File: src/design/hcd_pkg.sv
package hcd_pkg;

	// ************************************************************
	// Timing
	// ************************************************************
	localparam int CLK_PERIOD_NS = 10; // core_clk at 100 MHz
	localparam int RST_LOW_US = 3; // Least reset low width
	localparam int RST_WAIT_MS = 10; // Least reset to first strobe
	// Least times round up to whole cycles
	localparam int RST_LOW_CYCLES =
		(RST_LOW_US * 1000 + CLK_PERIOD_NS - 1) / CLK_PERIOD_NS;
	localparam int RST_WAIT_CYCLES =
		(RST_WAIT_MS * 1000000 + CLK_PERIOD_NS - 1) / CLK_PERIOD_NS;

	// ************************************************************
	// Host register map (APB, byte addresses)
	// ************************************************************
	localparam logic [7:0] HOST_CMD_OFS = 8'h00; // Issue a link cycle
	localparam logic [7:0] HOST_STAT_OFS = 8'h04; // Busy and ready
	localparam logic [7:0] HOST_RDATA_OFS = 8'h08; // Last read word
	localparam int CMD_CD_BIT = 16; // Command/data select
	localparam int CMD_RD_BIT = 17; // Read when set
	localparam int CMD_TOKEN_BIT = 18; // Serial token level
	localparam int STAT_BUSY_BIT = 0;
	localparam int STAT_READY_BIT = 1;

	// ************************************************************
	// Identity and status layout
	// ************************************************************
	localparam logic [3:0] PRODUCT_CODE = 4'h5; // Arbitrary value
	localparam logic VERSION_BIT = 1'b0; // Arbitrary value
	localparam logic [1:0] STAT_LAST_IDX = 2'h2; // Three status bytes

	// ************************************************************
	// Field positions and opcodes
	// ************************************************************
	localparam int PCF_PARTIAL = 8; // Partial display enable
	localparam int PCF_PATTERN = 5; // Colour pattern
	localparam int AIC_WINMODE = 3; // Window program mode
	localparam int NVM_SHARE_BIT = 3; // Selects shared opcode meaning
	localparam logic [7:0] OP_APC0 = 8'h30;
	localparam logic [7:0] OP_APC1 = 8'h31;
	localparam logic [7:0] OP_POT = 8'h81;
	localparam logic [7:0] OP_FIXED = 8'h90;
	localparam logic [7:0] OP_NIV = 8'hc8;
	localparam logic [7:0] OP_NVM_OP = 8'hb8;
	localparam logic [7:0] OP_NVM_MASK = 8'hb9;
	localparam logic [7:0] OP_SYSRST = 8'he2;
	localparam logic [7:0] OP_NOP = 8'he3;
	localparam logic [7:0] OP_CEN = 8'hf1;
	localparam logic [7:0] OP_DST = 8'hf2;
	localparam logic [7:0] OP_DEN = 8'hf3;

	// ************************************************************
	// Control fields
	// ************************************************************
	typedef struct packed {
		logic [6:0] columnPointer;
		logic [7:0] rowPointer;
		logic [7:0] scrollLine;
		logic [1:0] tempComp;
		logic [1:0] powerCtl;
		logic [1:0] biasRatio;
		logic [7:0] biasPotValue;
		logic [3:0] addrIncrementCtl;
		logic [8:0] panelCtlField;
		logic [4:0] lineInversionCount;
		logic [4:0] displayCtlFlags;
		logic [2:0] commonScanFunc;
		logic [7:0] lastCommonLine;
		logic [7:0] partialStartLine;
		logic [7:0] partialEndLine;
		logic [3:0][7:0] windowRegs; // Start col/row, end col/row
		logic [3:0][7:0] nvmRegs; // Shared-opcode alternates
		logic [4:0] nvmProgramCtl;
		logic [6:0] nvmWriteMask;
	} hcd_cfg_t;

	localparam hcd_cfg_t CFG_RESET = '{
		columnPointer: 7'h00,
		rowPointer: 8'h00,
		scrollLine: 8'h00,
		tempComp: 2'h0,
		powerCtl: 2'h2,
		biasRatio: 2'h3,
		biasPotValue: 8'h40,
		addrIncrementCtl: 4'h1,
		panelCtlField: 9'h090,
		lineInversionCount: 5'h1d,
		displayCtlFlags: 5'h18,
		commonScanFunc: 3'h0,
		lastCommonLine: 8'h9f,
		partialStartLine: 8'h00,
		partialEndLine: 8'h9f,
		windowRegs: {8'h9f, 8'h7f, 8'h00, 8'h00},
		nvmRegs: {8'h00, 8'h00, 8'h00, 8'h00},
		nvmProgramCtl: 5'h10,
		nvmWriteMask: 7'h00
	};

	typedef enum logic [1:0] {
		HST_RST_LOW, HST_RST_WAIT, HST_IDLE, HST_RD_WAIT
	} hcd_host_state_t;

endpackage

File: src/design/hcd_link_if.sv
`timescale 1ns/1ps
interface hcd_link_if;
	logic hwResetB; // Panel reset, active low
	logic strobe; // One bus cycle, one clock wide
	logic rdNotWr; // High for a read cycle
	logic cmdDataSelect; // High for display data
	logic tokenCd; // Serial nine-bit token data flag
	logic [15:0] wdata; // Write data
	logic [15:0] rdata; // Read data
	logic rdValid; // Read data valid pulse

	modport dev (
		input hwResetB, strobe, rdNotWr, cmdDataSelect, tokenCd, wdata,
		output rdata, rdValid
	);
	modport host (
		output hwResetB, strobe, rdNotWr, cmdDataSelect, tokenCd, wdata,
		input rdata, rdValid
	);
endinterface

File: src/design/hcd_device.sv
`timescale 1ns/1ps
module hcd_device (
	// Clock and reset
	input wire logic core_clk,
	input wire logic rst_b,
	// Link to the host
	hcd_link_if.dev link,
	// Bus mode and identity straps
	input wire logic busWide16,
	input wire logic serialNineBitMode,
	input wire logic [1:0] idPinState,
	input wire logic [1:0] moduleId,
	// Display memory side
	output logic memWrStrobe,
	output logic [15:0] memWrData,
	input wire logic [15:0] memRdData,
	// Control fields
	output hcd_pkg::hcd_cfg_t cfg
);
	import hcd_pkg::*;

	// ************************************************************
	// State
	// ************************************************************
	typedef struct packed {
		hcd_cfg_t cfg; // All control fields
		logic paramPending; // Next command byte is a parameter
		logic [7:0] pendingOp; // Opcode awaiting its parameter
		logic [1:0] statIdx; // Next status byte to return
		logic [15:0] rdData; // Read answer
		logic rdValid; // Read answer pulse
		logic memWrStrobe; // Display write pulse
		logic [15:0] memWrData; // Display write word
	} hcd_dev_state_t;

	hcd_dev_state_t q; // Registered state
	hcd_dev_state_t d; // Next state

	// ************************************************************
	// Next-state logic
	// ************************************************************
	always_comb begin
		logic isData; // Data or control cycle
		logic [7:0] cmdByte; // Low byte of the bus
		logic [15:0] busWord; // Bus word masked to width
		logic [1:0] shareIdx; // Index of a shared register
		isData = 1'b0;
		cmdByte = 8'h00;
		busWord = 16'h0000;
		shareIdx = 2'h0;
		d = q;
		// Pulses last one cycle
		d.rdValid = 1'b0;
		d.memWrStrobe = 1'b0;
		if (!link.hwResetB) begin
			// Hardware reset pin
			d.cfg = CFG_RESET;
			d.paramPending = 1'b0;
			d.statIdx = 2'h0;
		end else if (link.strobe) begin
			// Token replaces the select pin in nine-bit serial
			isData = serialNineBitMode ? link.tokenCd
				: link.cmdDataSelect;
			// Eight-bit modes carry only the low byte
			busWord = busWide16 ? link.wdata : {8'h00, link.wdata[7:0]};
			// Upper lines never reach the decoder
			cmdByte = link.wdata[7:0];
			shareIdx = q.pendingOp[1:0];
			if (isData && !link.rdNotWr) begin
				// One display-memory write
				d.memWrStrobe = 1'b1;
				d.memWrData = busWord;
			end else if (isData) begin
				// One display-memory read
				d.rdValid = 1'b1;
				d.rdData = busWide16 ? memRdData : {8'h00, memRdData[7:0]};
			end else if (link.rdNotWr) begin
				// Status bytes in a fixed order, then wrap
				d.rdValid = 1'b1;
				unique case (q.statIdx)
					2'h0: d.rdData = {8'h00, 1'b0,
						q.cfg.panelCtlField[2:1],
						q.cfg.addrIncrementCtl[AIC_WINMODE],
						q.cfg.displayCtlFlags[2], 3'h0};
					2'h1: d.rdData = {8'h00, VERSION_BIT,
						q.cfg.biasPotValue[6:0]};
					default: d.rdData = {8'h00, PRODUCT_CODE,
						idPinState, moduleId};
				endcase
				d.statIdx = (q.statIdx == STAT_LAST_IDX) ? 2'h0
					: q.statIdx + 2'h1;
			end else if (q.paramPending) begin
				// Next command write is the parameter of the pending opcode
				d.paramPending = 1'b0;
				d.statIdx = 2'h0;
				unique casez (q.pendingOp)
					OP_POT: d.cfg.biasPotValue = cmdByte;
					OP_NIV: d.cfg.lineInversionCount = cmdByte[4:0];
					OP_CEN: d.cfg.lastCommonLine = cmdByte;
					OP_DST: d.cfg.partialStartLine = cmdByte;
					OP_DEN: d.cfg.partialEndLine = cmdByte;
					OP_NVM_OP: d.cfg.nvmProgramCtl = cmdByte[4:0];
					OP_NVM_MASK: d.cfg.nvmWriteMask = cmdByte[6:0];
					8'b1111_01??: begin
						// Shared codes pick their register bank
						if (q.cfg.nvmProgramCtl[NVM_SHARE_BIT]) begin
							d.cfg.nvmRegs[shareIdx] = cmdByte;
						end else begin
							d.cfg.windowRegs[shareIdx] = cmdByte;
						end
					end
					// Test, fixed-line and program parameters unused
					default: d.cfg = q.cfg;
				endcase
			end else begin
				// Opcode decode
				d.statIdx = 2'h0;
				d.pendingOp = cmdByte;
				unique casez (cmdByte)
					8'b0000_????:
						d.cfg.columnPointer[3:0] = cmdByte[3:0];
					8'b0001_0???:
						d.cfg.columnPointer[6:4] = cmdByte[2:0];
					8'b0010_01??: d.cfg.tempComp = cmdByte[1:0];
					8'b0010_10??: d.cfg.powerCtl = cmdByte[1:0];
					8'b0100_????: d.cfg.scrollLine[3:0] = cmdByte[3:0];
					8'b0101_????: d.cfg.scrollLine[7:4] = cmdByte[3:0];
					8'b0110_????: d.cfg.rowPointer[3:0] = cmdByte[3:0];
					8'b0111_????: d.cfg.rowPointer[7:4] = cmdByte[3:0];
					8'b1000_010?:
						d.cfg.panelCtlField[PCF_PARTIAL] = cmdByte[0];
					8'b1000_1???:
						d.cfg.addrIncrementCtl[2:0] = cmdByte[2:0];
					8'b1010_00??:
						d.cfg.panelCtlField[4:3] = cmdByte[1:0];
					8'b1010_01??:
						// All-pixel-on and inverse share one pattern
						d.cfg.displayCtlFlags[cmdByte[1] ? 0 : 1] =
							cmdByte[0];
					8'b1010_1???:
						d.cfg.displayCtlFlags[4:2] = cmdByte[2:0];
					8'b1100_0???:
						d.cfg.panelCtlField[2:0] = cmdByte[2:0];
					8'b1101_000?:
						d.cfg.panelCtlField[PCF_PATTERN] = cmdByte[0];
					8'b1101_01??:
						d.cfg.panelCtlField[7:6] = cmdByte[1:0];
					8'b1101_1???: d.cfg.commonScanFunc = cmdByte[2:0];
					8'b1110_10??: d.cfg.biasRatio = cmdByte[1:0];
					8'b1111_100?:
						d.cfg.addrIncrementCtl[AIC_WINMODE] = cmdByte[0];
					OP_SYSRST: begin
						// Full field reset, parameter expectation gone
						d.cfg = CFG_RESET;
						d.paramPending = 1'b0;
					end
					OP_NOP: d.paramPending = 1'b0;
					OP_APC0, OP_APC1, OP_POT, OP_FIXED, OP_NIV,
					OP_NVM_OP, OP_NVM_MASK, OP_CEN, OP_DST, OP_DEN,
					8'b1110_01??, 8'b1111_01??:
						d.paramPending = 1'b1;
					// Unlisted patterns change no field; only the status index restarts
					default: d.paramPending = 1'b0;
				endcase
			end
		end
	end

	// ************************************************************
	// State register
	// ************************************************************
	always_ff @(posedge core_clk or negedge rst_b) begin
		if (!rst_b) begin
			q <= '{cfg: CFG_RESET, default: '0};
		end else begin
			q <= d;
		end
	end

	// ************************************************************
	// Outputs
	// ************************************************************
	assign link.rdata = q.rdData;
	assign link.rdValid = q.rdValid;
	assign memWrStrobe = q.memWrStrobe;
	assign memWrData = q.memWrData;
	assign cfg = q.cfg;

endmodule

File: src/flat_wrapper.sv
// flat-port wrapper written by rule: the top's interface ports become plain ports
module hcd_device_flat import hcd_pkg::*;
  (core_clk, rst_b, busWide16, serialNineBitMode, idPinState, moduleId, memWrStrobe, memWrData, memRdData, cfg, link_hwResetB, link_strobe, link_rdNotWr, link_cmdDataSelect, link_tokenCd, link_wdata, link_rdata, link_rdValid);
  hcd_link_if link_i ();
  input wire logic core_clk;
  input wire logic rst_b;
  input wire logic busWide16;
  input wire logic serialNineBitMode;
  input wire logic [1:0] idPinState;
  input wire logic [1:0] moduleId;
  output logic memWrStrobe;
  output logic [15:0] memWrData;
  input wire logic [15:0] memRdData;
  output hcd_pkg::hcd_cfg_t cfg;
  input wire logic [$bits(link_i.hwResetB)-1:0] link_hwResetB;
  input wire logic [$bits(link_i.strobe)-1:0] link_strobe;
  input wire logic [$bits(link_i.rdNotWr)-1:0] link_rdNotWr;
  input wire logic [$bits(link_i.cmdDataSelect)-1:0] link_cmdDataSelect;
  input wire logic [$bits(link_i.tokenCd)-1:0] link_tokenCd;
  input wire logic [$bits(link_i.wdata)-1:0] link_wdata;
  output wire logic [$bits(link_i.rdata)-1:0] link_rdata;
  output wire logic [$bits(link_i.rdValid)-1:0] link_rdValid;
  assign link_i.hwResetB = link_hwResetB;
  assign link_i.strobe = link_strobe;
  assign link_i.rdNotWr = link_rdNotWr;
  assign link_i.cmdDataSelect = link_cmdDataSelect;
  assign link_i.tokenCd = link_tokenCd;
  assign link_i.wdata = link_wdata;
  assign link_rdata = link_i.rdata;
  assign link_rdValid = link_i.rdValid;
  hcd_device u_core (.core_clk(core_clk), .rst_b(rst_b), .link(link_i), .busWide16(busWide16), .serialNineBitMode(serialNineBitMode), .idPinState(idPinState), .moduleId(moduleId), .memWrStrobe(memWrStrobe), .memWrData(memWrData), .memRdData(memRdData), .cfg(cfg));
endmodule
File: config.mk
export PLATFORM = sky130hd
export DESIGN_NAME = hcd_device_flat
export DESIGN_NICKNAME = d
export VERILOG_FILES = /design/src/design/hcd_pkg.sv /design/src/design/hcd_link_if.sv /design/src/design/hcd_device.sv /design/src/flat_wrapper.sv
export SDC_FILE = /design/constraint.sdc
export NUM_CORES = 1
export LEC_CHECK = 0
export BUFFER_PORTS_ARGS = -buffer_cell sky130_fd_sc_hd__buf_2
export CORE_UTILIZATION = 49
export DETAILED_ROUTE_END_ITERATION = 8
export PLACE_DENSITY = 0.8
export SETUP_SLACK_MARGIN = 0.3
export SLEW_MARGIN = 20
export SYNTH_ARGS = -nofsm -noshare
export SYNTH_HDL_FRONTEND = slang
export SYNTH_SLANG_ARGS = --single-unit
export TNS_END_PERCENT = 50
File: constraint.sdc
create_clock -name core_clk -period 1.9 [get_ports core_clk]
set_input_delay 0.19 -clock core_clk [delete_from_list [all_inputs] [get_ports core_clk]]
set_output_delay 0.19 -clock core_clk [all_outputs]
set_load 0.02 [all_outputs]
==> flow_metrics.py, run 1 <==
metrics = {
    "critical_path": {
        "slowest_stage": "dfrtp_1",
        "critPathBufInv": 2,
        "cp.required_ns": 2.33,
        "critPathCaptureType": "flop",
        "startpoint_type": "flop",
        "critPathMaxFanout": 5,
        "rrSetupSlack_ns": -0.07,
        "cp_cell_sequence": "and3b_2, nand4b_1, a211oi_2, buf_4, a21boi_4, buf_12, mux2_4",
        "cp.arrival_ns": 2.39,
        "criticalPathCategory": "flop to flop",
        "slowest_delay_ns": 0.38,
        "crit_family": "compound AO/OA/AOI/OAI gates",
    },
    "routing": {
        "post_drt_wl_per_cell_um": 20.33,
        "dr_total_vias": 7947,
        "totalWireLength_mm": 29.09,
        "vias_per_cell": 5.553,
        "drc": 0,
        "dr.pass1.iters": 6,
        "ant_nets": 0,
        "drtIter0Drc": 571,
    },
    "sta": {
        "clock_skew_ns": 0.01647,
        "min_period_ns": 1.968,
        "finalSetupViolCount": 20,
        "period_share_pct": 103.6,
        "rsz0062_at_grt": "true",
        "fin_tns_setup_ns": -0.9810,
        "final_max_slew_viol_count": 0,
        "relSlewSlack_pct": 67.37,
        "tightest_slew_ns": 0.4895,
        "setup_ws_ns": -0.06812,
        "hold_viol_final": 0,
        "fmax_mhz": 508.1,
    },
    "place": {
        "post-dp-hpwl_mm": 19.06,
        "numPortBuffers": 241,
        "placed_cells": 1347,
        "gp_congestion": 0.8736,
        "placed_area_um2": 11440,
    },
    "layout": {
        "area_growth_pct": 22.58,
        "fin_util_pct": 61.61,
        "nets": 1185,
        "drive_gt1_share_pct": 50.69,
        "fin_cells": 1431,
        "final_common_cell": "buf_2",
        "fillers": 1602,
        "multi_input_area_um2": 4213,
        "mostFrequentLayoutCells": "buf_2, dfrtp_1, nand2_1, buf_4, mux2_4",
        "num_antenna_cells": 0,
        "area.sequential_um2": 5255,
        "finish.instance_area_um2": 13030,
    },
    "cts": {
        "cts_buffer_depth": 3,
        "htree_levels": 1,
        "clock-root-buffer": "clkbuf_16",
        "cts_tree": "yes",
        "cts_buffers": 23,
        "path_clk_slew_ns": 0.06,
        "clk_latency_ns": 0.51,
        "cts.sinks": 208,
    },
    "yosys": {
        "muxShareOfSynthArea_pct": 12.25,
        "synth_top_family_by_area": "buffers and inverters",
        "ys_types": 65,
        "synth.ff_latch_count": 208,
        "synthXorXnorAreaFrac_pct": 0.08238,
        "async_flop_share_pct": 100.0,
        "netlist_instances": 982,
        "yosys_most_used_dff": "dfrtp_1",
        "synth_edf_count": 0,
        "synth_compound_area_share_pct": 10.71,
        "yosysSeqAreaShare_pct": 49.42,
        "synth_fp_nets": 1027,
        "synth_fa_ha_area_share_pct": 0,
        "ys_warn_count": 0,
        "syn_area_um2": 10630,
        "synth_area_per_cell_um2": 10.83,
        "synth-simple-area-share_pct": 11.64,
    },
    "power": {
        "powerDensity_nw_per_um2": 832.4,
        "ir_drop_uv": 449.2,
        "power.leakage_nw": 6.582,
    },
    "flow_run": {
        "cap_violations": 0,
    },
    "min_path": {
        "hold_class": "primary input to flop",
    },
    "die": {
        "dieHeight_um": 149.3,
        "io_pins": 242,
        "start_util_pct": 50.26,
        "coreArea_um2": 21150,
        "fp.dieW_um": 149.3,
        "design.die.area_um2": 22290,
        "num_rows": 53,
    },
    "outcome": {
        "status": "finished with violations",
        "violations": "setup timing",
    },
    "grt": {
        "antenna_found_initial": 0,
        "grt_usage_pct": 24.95,
        "grt_overflow": 0,
        "grt_pass1_wl_mm": 43.22,
        "grt_max_degree": 54,
        "grt_pass1_vias": 7740,
    },
}
==> flip-flops by register name (all words and copies together) (netlist names) <==
name	flops
u_core.q	11
u_core.memWrStrobe	1
u_core.memWrData	16
u_core.link.rdValid	1
u_core.link.rdata	16
u_core.cfg	163
==> path summary, 6_finish.rpt <==
kind / startpoint / endpoint / cells past startpoint
worst max-delay path: u_core.q[39] / u_core.cfg[69] / 7
max in group asynchronous: rst_b / u_core.cfg[92] / 3
min in group asynchronous: rst_b / u_core.cfg[89] / 2
worst min-delay path: memRdData[2] / u_core.link.rdata[2] / 3
worst min register to register: u_core.memWrData[8] / u_core.memWrData[8] / 2
worst max register to register: u_core.q[39] / u_core.cfg[69] / 7
==> worst reg2reg max path, cell delays in order, from the launching register on <==
cell and delay [ns]:
dfrtp_1 0.38, and3b_2 0.27, nand4b_1 0.17, a211oi_2 0.22, buf_4 0.17, a21boi_4 0.23
buf_12 0.15, mux2_4 0.30
==> synthesized netlist by cell type (3+ instances only) <==
master    number  area share, %
nor2_4         4           0.42
buf_4        197             14
a32o_1        15            1.4
a21oi_1       29            1.4
a21boi_4       3           0.53
o21ai_0       43            2.0
buf_1          4           0.14
o32ai_1        3           0.25
dfstp_2       39            9.6
nor4b_1        4           0.33
a221o_1        3           0.28
o21ai_1        3           0.14
nor3_1         6           0.28
buf_2          6           0.28
nand2b_1       5           0.29
inv_1          6           0.21
a22o_1        29            2.4
nand2_1       98            3.5
mux2i_1       21            2.0
o22ai_1        5           0.29
nor2_1        45            1.6
dfrtp_1      169             40
a21oi_2        3           0.25
mux2_2        88            9.3
nand3_1       26            1.2
mux2_1         9           0.95
and3_1         9           0.53
nand4_1        7           0.41
nor2b_1       10           0.59
and2_1         7           0.41
and3b_1        3           0.25
nor3b_1        3           0.21
clkbuf_1      35            1.2
or2_2          3           0.18
a41oi_1        3           0.25
==> metal layers <==
layer | share of wire, % | GRT usage (%) | vias up
met4 | 3.1 | 8.827 | 0
met2 | 48 | 40.67 | 400
met1 | 41 | 33.52 | 3952
met5 | 0 | 0 | -
met3 | 7.1 | 4.190 | 73
li1 | - | - | 3522
==> timing repair <==
action / 4_1_cts / 5_1_grt
endpoints found under the setup margin: 144 / 150
hold buffers: 24 / 0
pin swaps: 9 / 34
endpoints found under the hold margin: 64 / 0
buffers inserted: 13 / 6
gates resized for setup: 53 / 77
==> where the power goes <==
group          leakage (nW)  switching (mW)  internal, mW  total [mW]
Clock                 0.331            1.71          2.36        4.07
Combinational          3.52            1.12         0.787        1.91
Sequential             2.73           0.148          4.72        4.87
Total                  6.58            2.98          7.87        10.8
==> final cells by class <==
cell class,count,share of cell area (%)
Tap cell,275,2.640
Inverter,8,0.2400
Multi-Input combinational cell,523,32.33
Clock buffer,38,5.079
Clock inverter,3,0.1152
Timing Repair Buffer,376,19.28
Sequential cell,208,40.32
==> through the flow <==
| stage | setup slack, ns | power (mW) | hold WS (ns) |
|---|---|---|---|
| final | -0.06812 | 10.85 | 0.02351 |
| after global placement | -0.08296 | 6.533 | 0.1915 |
| after CTS | 0.004747 | 10.82 | 0.01363 |
| after detailed placement | -0.1331 | 6.570 | 0.1994 |
| after floorplan | 0.05496 | 6.068 | -0.1056 |
| after global routing | -0.1557 | 11.26 | 0.03659 |
==> cells by family (layout without fill, tap and decap cells) <==
logic type	after synthesis	count (layout)
buf+inv	251	425
simple gates	247	247
flops	208	208
compound gates	157	157
mux	118	118
xor+xnor	1	1
No activity file was read; power rests on OpenSTA's default activity.
==> run 2, diff against run 1 <==
--- a/config.mk
+++ b/config.mk
@@ -6,9 +6,9 @@
 export NUM_CORES = 1
 export LEC_CHECK = 0
 export BUFFER_PORTS_ARGS = -buffer_cell sky130_fd_sc_hd__buf_2
-export CORE_UTILIZATION = 49
+export CORE_UTILIZATION = 28
 export DETAILED_ROUTE_END_ITERATION = 8
-export PLACE_DENSITY = 0.8
+export PLACE_DENSITY = 0.53
 export SETUP_SLACK_MARGIN = 0.3
 export SLEW_MARGIN = 20
 export SYNTH_ARGS = -nofsm -noshare
==> run 2 against run 1 <==
Against the previous run:
- the flow now finishes without violations
- die area up 74%
- first-iteration DRC count decreased by 51%
- highest routed layer unchanged
- routed wire length increased by 10%
- power increased by 7.0%
- via count shrank 3.6%
- critical path depth stayed put
- clock skew rose by 0.0047 ns
==> flow_metrics.py, run 2 (synthesized netlist as in run 1, its figures left out) <==
metrics = {
    "outcome": {
        "status": "finished clean",
    },
    "routing": {
        "totalWireLength_mm": 32.14,
        "vias_per_cell": 4.540,
        "post_drt_wl_per_cell_um": 19.04,
        "dr_total_vias": 7664,
        "ant_nets": 0,
        "drtIter0Drc": 277,
        "drc": 0,
        "dr.pass1.iters": 5,
    },
    "critical_path": {
        "slowest_delay_ns": 0.37,
        "crit_family": "simple AND/OR/NAND/NOR gates",
        "r2r_cells": 7,
        "critPathCaptureType": "flop",
        "critPathBufInv": 2,
        "cp.arrival_ns": 2.30,
        "critPathMaxFanout": 6,
        "cp_cell_sequence": "and3b_2, nand4b_1, a211oi_2, buf_4, a21boi_4, buf_12, mux2_4",
        "cp.required_ns": 2.30,
        "cp.depth": 7,
        "startpoint_type": "flop",
        "criticalPathCategory": "flop to flop",
        "slowest_stage": "dfrtp_1",
    },
    "die": {
        "dieHeight_um": 196.9,
        "start_util_pct": 28.36,
        "num_rows": 71,
        "coreArea_um2": 37490,
        "fp.dieW_um": 196.9,
        "io_pins": 242,
        "design.die.area_um2": 38750,
    },
    "sta": {
        "fin_tns_setup_ns": 0,
        "period_share_pct": 99.57,
        "finalSetupViolCount": 0,
        "final_max_slew_viol_count": 0,
        "fmax_mhz": 528.6,
        "relSlewSlack_pct": 67.92,
        "tightest_slew_ns": 0.4794,
        "clock_skew_ns": 0.02117,
        "hold_viol_final": 0,
        "rsz0062_at_grt": "true",
        "min_period_ns": 1.892,
    },
    "layout": {
        "final_common_cell": "buf_2",
        "area_growth_pct": 29.27,
        "fin_cells": 1688,
        "nets": 1203,
        "mostFrequentLayoutCells": "buf_2, dfrtp_1, nand2_1, buf_4, mux2_4",
        "drive_gt1_share_pct": 50.94,
        "finish.instance_area_um2": 13740,
        "largest_reg_flops": 163,
        "fin_util_pct": 36.66,
    },
    "grt": {
        "grt_usage_pct": 16.54,
        "grt_overflow": 0,
        "grt_max_degree": 74,
        "grt_pass1_wl_mm": 49.09,
        "grt_pass1_vias": 7952,
        "antenna_found_initial": 1,
    },
    "place": {
        "placed_area_um2": 11940,
        "post-dp-hpwl_mm": 23.01,
        "gp_congestion": 0.8031,
        "placed_cells": 1601,
        "numPortBuffers": 241,
    },
    "power": {
        "pwr-share-comb_pct": 17.1,
        "clockPowerShare_pct": 41.0,
        "power_switching_mw": 3.182,
        "power_frac_seq_pct": 41.9,
        "p_int_mw": 8.423,
        "power.leakage_nw": 6.731,
        "powerDensity_nw_per_um2": 844.4,
        "p_total_mw": 11.61,
        "ir_drop_uv": 517.4,
        "switching_share_pct": 27.42,
    },
    "cts": {
        "path_clk_slew_ns": 0.06,
        "htree_levels": 1,
        "cts_tree": "yes",
        "clock-root-buffer": "clkbuf_16",
        "cts_buffers": 25,
        "cts.sinks": 208,
        "cts_buffer_depth": 3,
        "clk_latency_ns": 0.53,
    },
    "min_path": {
        "hold_depth": 3,
        "hold_class": "primary input to flop",
    },
    "flow_run": {
        "cap_violations": 0,
    },
}
## run 2: cell types whose count changed in the layout (fill, tap and decap cells not counted), moves of 5 or more
| cell | change |
|---|---|
| mux2_4 | +7 |
| o21ai_2 | -5 |
| mux2_2 | -7 |
| buf_6 | +7 |
| o21ai_4 | +5 |
| clkbuf_1 | -5 |
| buf_12 | +7 |
## run 2: repair_timing
action / 4_1_cts / 5_1_grt
gates resized for setup: 79 / 60
setup endpoints to repair: 143 / 143
setup buffers: 11 / 3
hold buffers: 27 / 0
pin swaps: 12 / 35
endpoints found under the hold margin: 196 / 0
## run 2: power groups by stage
stage	registers, mW	clock network [mW]	logic [mW]
2_1_floorplan	4.90	0	1.16
3_3_place_gp	4.91	0	1.74
3_5_place_dp	4.92	0	1.76
4_1_cts	4.86	4.91	1.96
5_1_grt	4.89	5.11	2.15
6_report	4.86	4.76	1.99
## run 2: cell type report
| cell class | instances | area [um^2] |
|---|---|---|
| fill | 3808 | 23750 |
| inverter | 8 | 30.03 |
| timing repair buffer | 392 | 2740 |
| antenna | 1 | 2.502 |
| sequential | 208 | 5256 |
| tap | 511 | 639.4 |
| clock inverter | 6 | 58.81 |
| multi-input combinational | 523 | 4257 |
| clock buffer | 39 | 759.5 |
## run 2: path summary, 6_finish.rpt
check	from	slack, ns	end
worst max-delay path	u_core.q[39]	0.008	u_core.cfg[54]
worst min-delay path	link_hwResetB	0.05	u_core.cfg[142]
worst max register to register	u_core.q[39]	0.008	u_core.cfg[54]
worst min register to register	u_core.memWrData[0]	0.47	u_core.memWrData[0]
max in group asynchronous	rst_b	1.22	u_core.cfg[62]
min in group asynchronous	rst_b	0.29	u_core.cfg[109]
## run 2: per-layer routing
layer / GRT usage [%] / wire, um / up-vias
met2: 26.07 / 14540 / 189
met5: 0 / 0 / -
met3: 3.850 / 1986 / 43
met4: 4.737 / 712 / 0
li1: - / - / 3584
met1: 22.54 / 14900 / 3848
## run 2: stage by stage
stage	setup slack, ns	hold slack, ns
2_1_floorplan	0.05496	-0.1056
3_3_place_gp	-0.1242	0.2472
3_5_place_dp	-0.1480	0.2471
4_1_cts	-0.02058	0.01416
5_1_grt	-0.06008	0.05173
6_report	0.008082	0.05282
## run 2: tightest hold or removal path, cell delays in order
cell and delay (ns):
buf_2 0.16, inv_2 0.13, nor2_1 0.06
==> run 3, diff against run 2 <==
--- a/config.mk
+++ b/config.mk
@@ -7,6 +7,7 @@
 export LEC_CHECK = 0
 export BUFFER_PORTS_ARGS = -buffer_cell sky130_fd_sc_hd__buf_2
 export CORE_UTILIZATION = 28
+export CTS_BUF_LIST = sky130_fd_sc_hd__clkbuf_8
 export DETAILED_ROUTE_END_ITERATION = 8
 export PLACE_DENSITY = 0.53
 export SETUP_SLACK_MARGIN = 0.3
==> run 3 against run 2 <==
Against the previous run:
- the run now ends with setup timing left
- hold slack about the same
- count of clock-buffer cells in the layout up 12
- via count up 1.4%
- fmax down 0.95%
- routed wire length up 2.4%
- power up 2.3%
- clock power up 5.0%
- non-clock buffer count up 10
- global-route usage up 0.56 points
- combinational power about the same
- sequential power about the same
- largest cell class unchanged
==> flow_metrics.py, run 3 (synthesized netlist as in run 1, its figures left out) <==
metrics = {
    "sta": {
        "clock_skew_ns": 0.03915,
        "hold_viol_final": 0,
        "setup_ws_ns": -0.01007,
        "period_share_pct": 100.5,
        "fmax_mhz": 523.5,
        "tightest_slew_ns": 0.4680,
        "final_max_slew_viol_count": 0,
        "fin_tns_setup_ns": -0.02872,
        "rsz0062_at_grt": "true",
        "relSlewSlack_pct": 68.69,
        "min_period_ns": 1.910,
        "whs_ns": 0.05317,
        "finalSetupViolCount": 4,
    },
    "layout": {
        "final_common_cell": "buf_2",
        "drive_gt1_share_pct": 50.99,
        "fin_util_pct": 37.20,
        "mostFrequentLayoutCells": "buf_2, dfrtp_1, nand2_1, buf_4, mux2_4",
        "area_growth_pct": 31.16,
        "largest_reg_flops": 163,
        "fin_cells": 1728,
        "finish.instance_area_um2": 13940,
        "nets": 1229,
    },
    "critical_path": {
        "cp.depth": 7,
        "cp.required_ns": 2.34,
        "rrSetupSlack_ns": -0.01,
        "slowest_delay_ns": 0.36,
        "criticalPathCategory": "flop to flop",
        "critPathBufInv": 2,
        "critPathMaxFanout": 6,
        "startpoint_type": "flop",
        "crit_end": "u_core.cfg[57]",
        "cp.arrival_ns": 2.35,
        "startpoint": "u_core.q[39]",
        "r2r-end": "u_core.cfg[57]",
        "critPathCaptureType": "flop",
        "slowest_stage": "dfrtp_1",
        "cp_cell_sequence": "and3b_2, nand4b_1, a211oi_2, buf_4, a21boi_4, buf_12, mux2_2",
        "reg2reg_from": "u_core.q[39]",
        "r2r_cells": 7,
        "crit_family": "simple AND/OR/NAND/NOR gates",
    },
    "grt": {
        "antenna_found_initial": 1,
        "grt_usage_pct": 17.10,
        "grt_overflow": 0,
        "grt_pass1_wl_mm": 50.07,
        "grt_pass1_vias": 8088,
        "grt_max_degree": 74,
    },
    "die": {
        "io_pins": 242,
        "dieHeight_um": 196.9,
        "num_rows": 71,
        "start_util_pct": 28.36,
        "design.die.area_um2": 38750,
        "coreArea_um2": 37490,
        "fp.dieW_um": 196.9,
    },
    "power": {
        "power_frac_seq_pct": 41.0,
        "power.leakage_nw": 6.914,
        "ir_drop_uv": 389.5,
        "pwr-share-comb_pct": 16.9,
        "p_total_mw": 11.87,
        "power_switching_mw": 3.350,
        "powerDensity_nw_per_um2": 851.1,
        "switching_share_pct": 28.23,
        "clockPowerShare_pct": 42.1,
        "p_int_mw": 8.517,
    },
    "place": {
        "pre_cts_ws_ns": -0.1480,
        "placed_cells": 1601,
        "post-dp-hpwl_mm": 23.01,
        "numPortBuffers": 241,
        "gp_congestion": 0.8031,
        "placed_area_um2": 11940,
    },
    "routing": {
        "dr.pass1.iters": 5,
        "drtIter0Drc": 333,
        "totalWireLength_mm": 32.91,
        "post_drt_wl_per_cell_um": 19.05,
        "vias_per_cell": 4.498,
        "ant_nets": 0,
        "dr_total_vias": 7773,
        "drc": 0,
    },
    "cts": {
        "cts_buffer_depth": 3,
        "clock-root-buffer": "clkbuf_8",
        "clk_latency_ns": 0.59,
        "path_clk_slew_ns": 0.06,
        "htree_levels": 2,
        "cts.sinks": 208,
        "cts_buffers": 41,
        "cts_tree": "yes",
    },
    "outcome": {
        "status": "finished with violations",
        "violations": "setup timing",
    },
    "flow_run": {
        "cap_violations": 0,
    },
    "min_path": {
        "hold_class": "primary input to flop",
    },
}
run 3: worst min path at each step:
stage                        from                   end  slack (ns)  depth (start not counted)
global placement            rst_b        u_core.cfg[85]        0.25                          2
finish                moduleId[0]  u_core.link.rdata[0]        0.05                          4
detailed placement          rst_b        u_core.cfg[89]        0.25                          2
global route        link_wdata[5]   u_core.memWrData[5]        0.05                          4
floorplan                   rst_b         u_core.cfg[0]       -0.11                          0
CTS                 link_wdata[5]   u_core.memWrData[5]       0.002                          4
run 3: metal layers:
layer | track usage [%] | vias to the layer above | share of wire (%)
met1 | 22.90 | 3876 | 47
met2 | 26.00 | 210 | 45
met5 | 0 | - | 0
li1 | - | 3637 | -
met4 | 5.398 | 0 | 2.1
met3 | 5.544 | 50 | 6.4
run 3: cell type report:
class	instances	area [um^2]
Timing Repair Buffer	402	2831
Clock inverter	24	200.2
Fill cell	3811	23540
Sequential cell	208	5255
Multi-Input combinational cell	523	4279
Tap cell	511	639.4
Clock buffer	51	701.9
Antenna cell	1	2.502
Inverter	8	35.03
run 3: tightest hold or removal path, cell delays in order:
cell	delay (ns)
buf_2	0.08
a221o_1	0.12
o21ai_0	0.06
o21ai_0	0.14
run 3: timing repair:
item                       in CTS  in global routing
hold buffers                   38                  0
setup endpoints to repair     143                159
buffers inserted               10                  3
hold endpoints to repair      234                  0
pin swaps                      27                 34
resized for setup             111                 35
run 3: power groups by stage:
stage / sequential [mW] / clock, mW / combinational (mW)
after floorplan: 4.90 / 0 / 1.16
after global placement: 4.91 / 0 / 1.74
after detailed placement: 4.92 / 0 / 1.76
after CTS: 4.86 / 5.20 / 1.99
after global routing: 4.89 / 5.41 / 2.17
final: 4.86 / 5.00 / 2.01
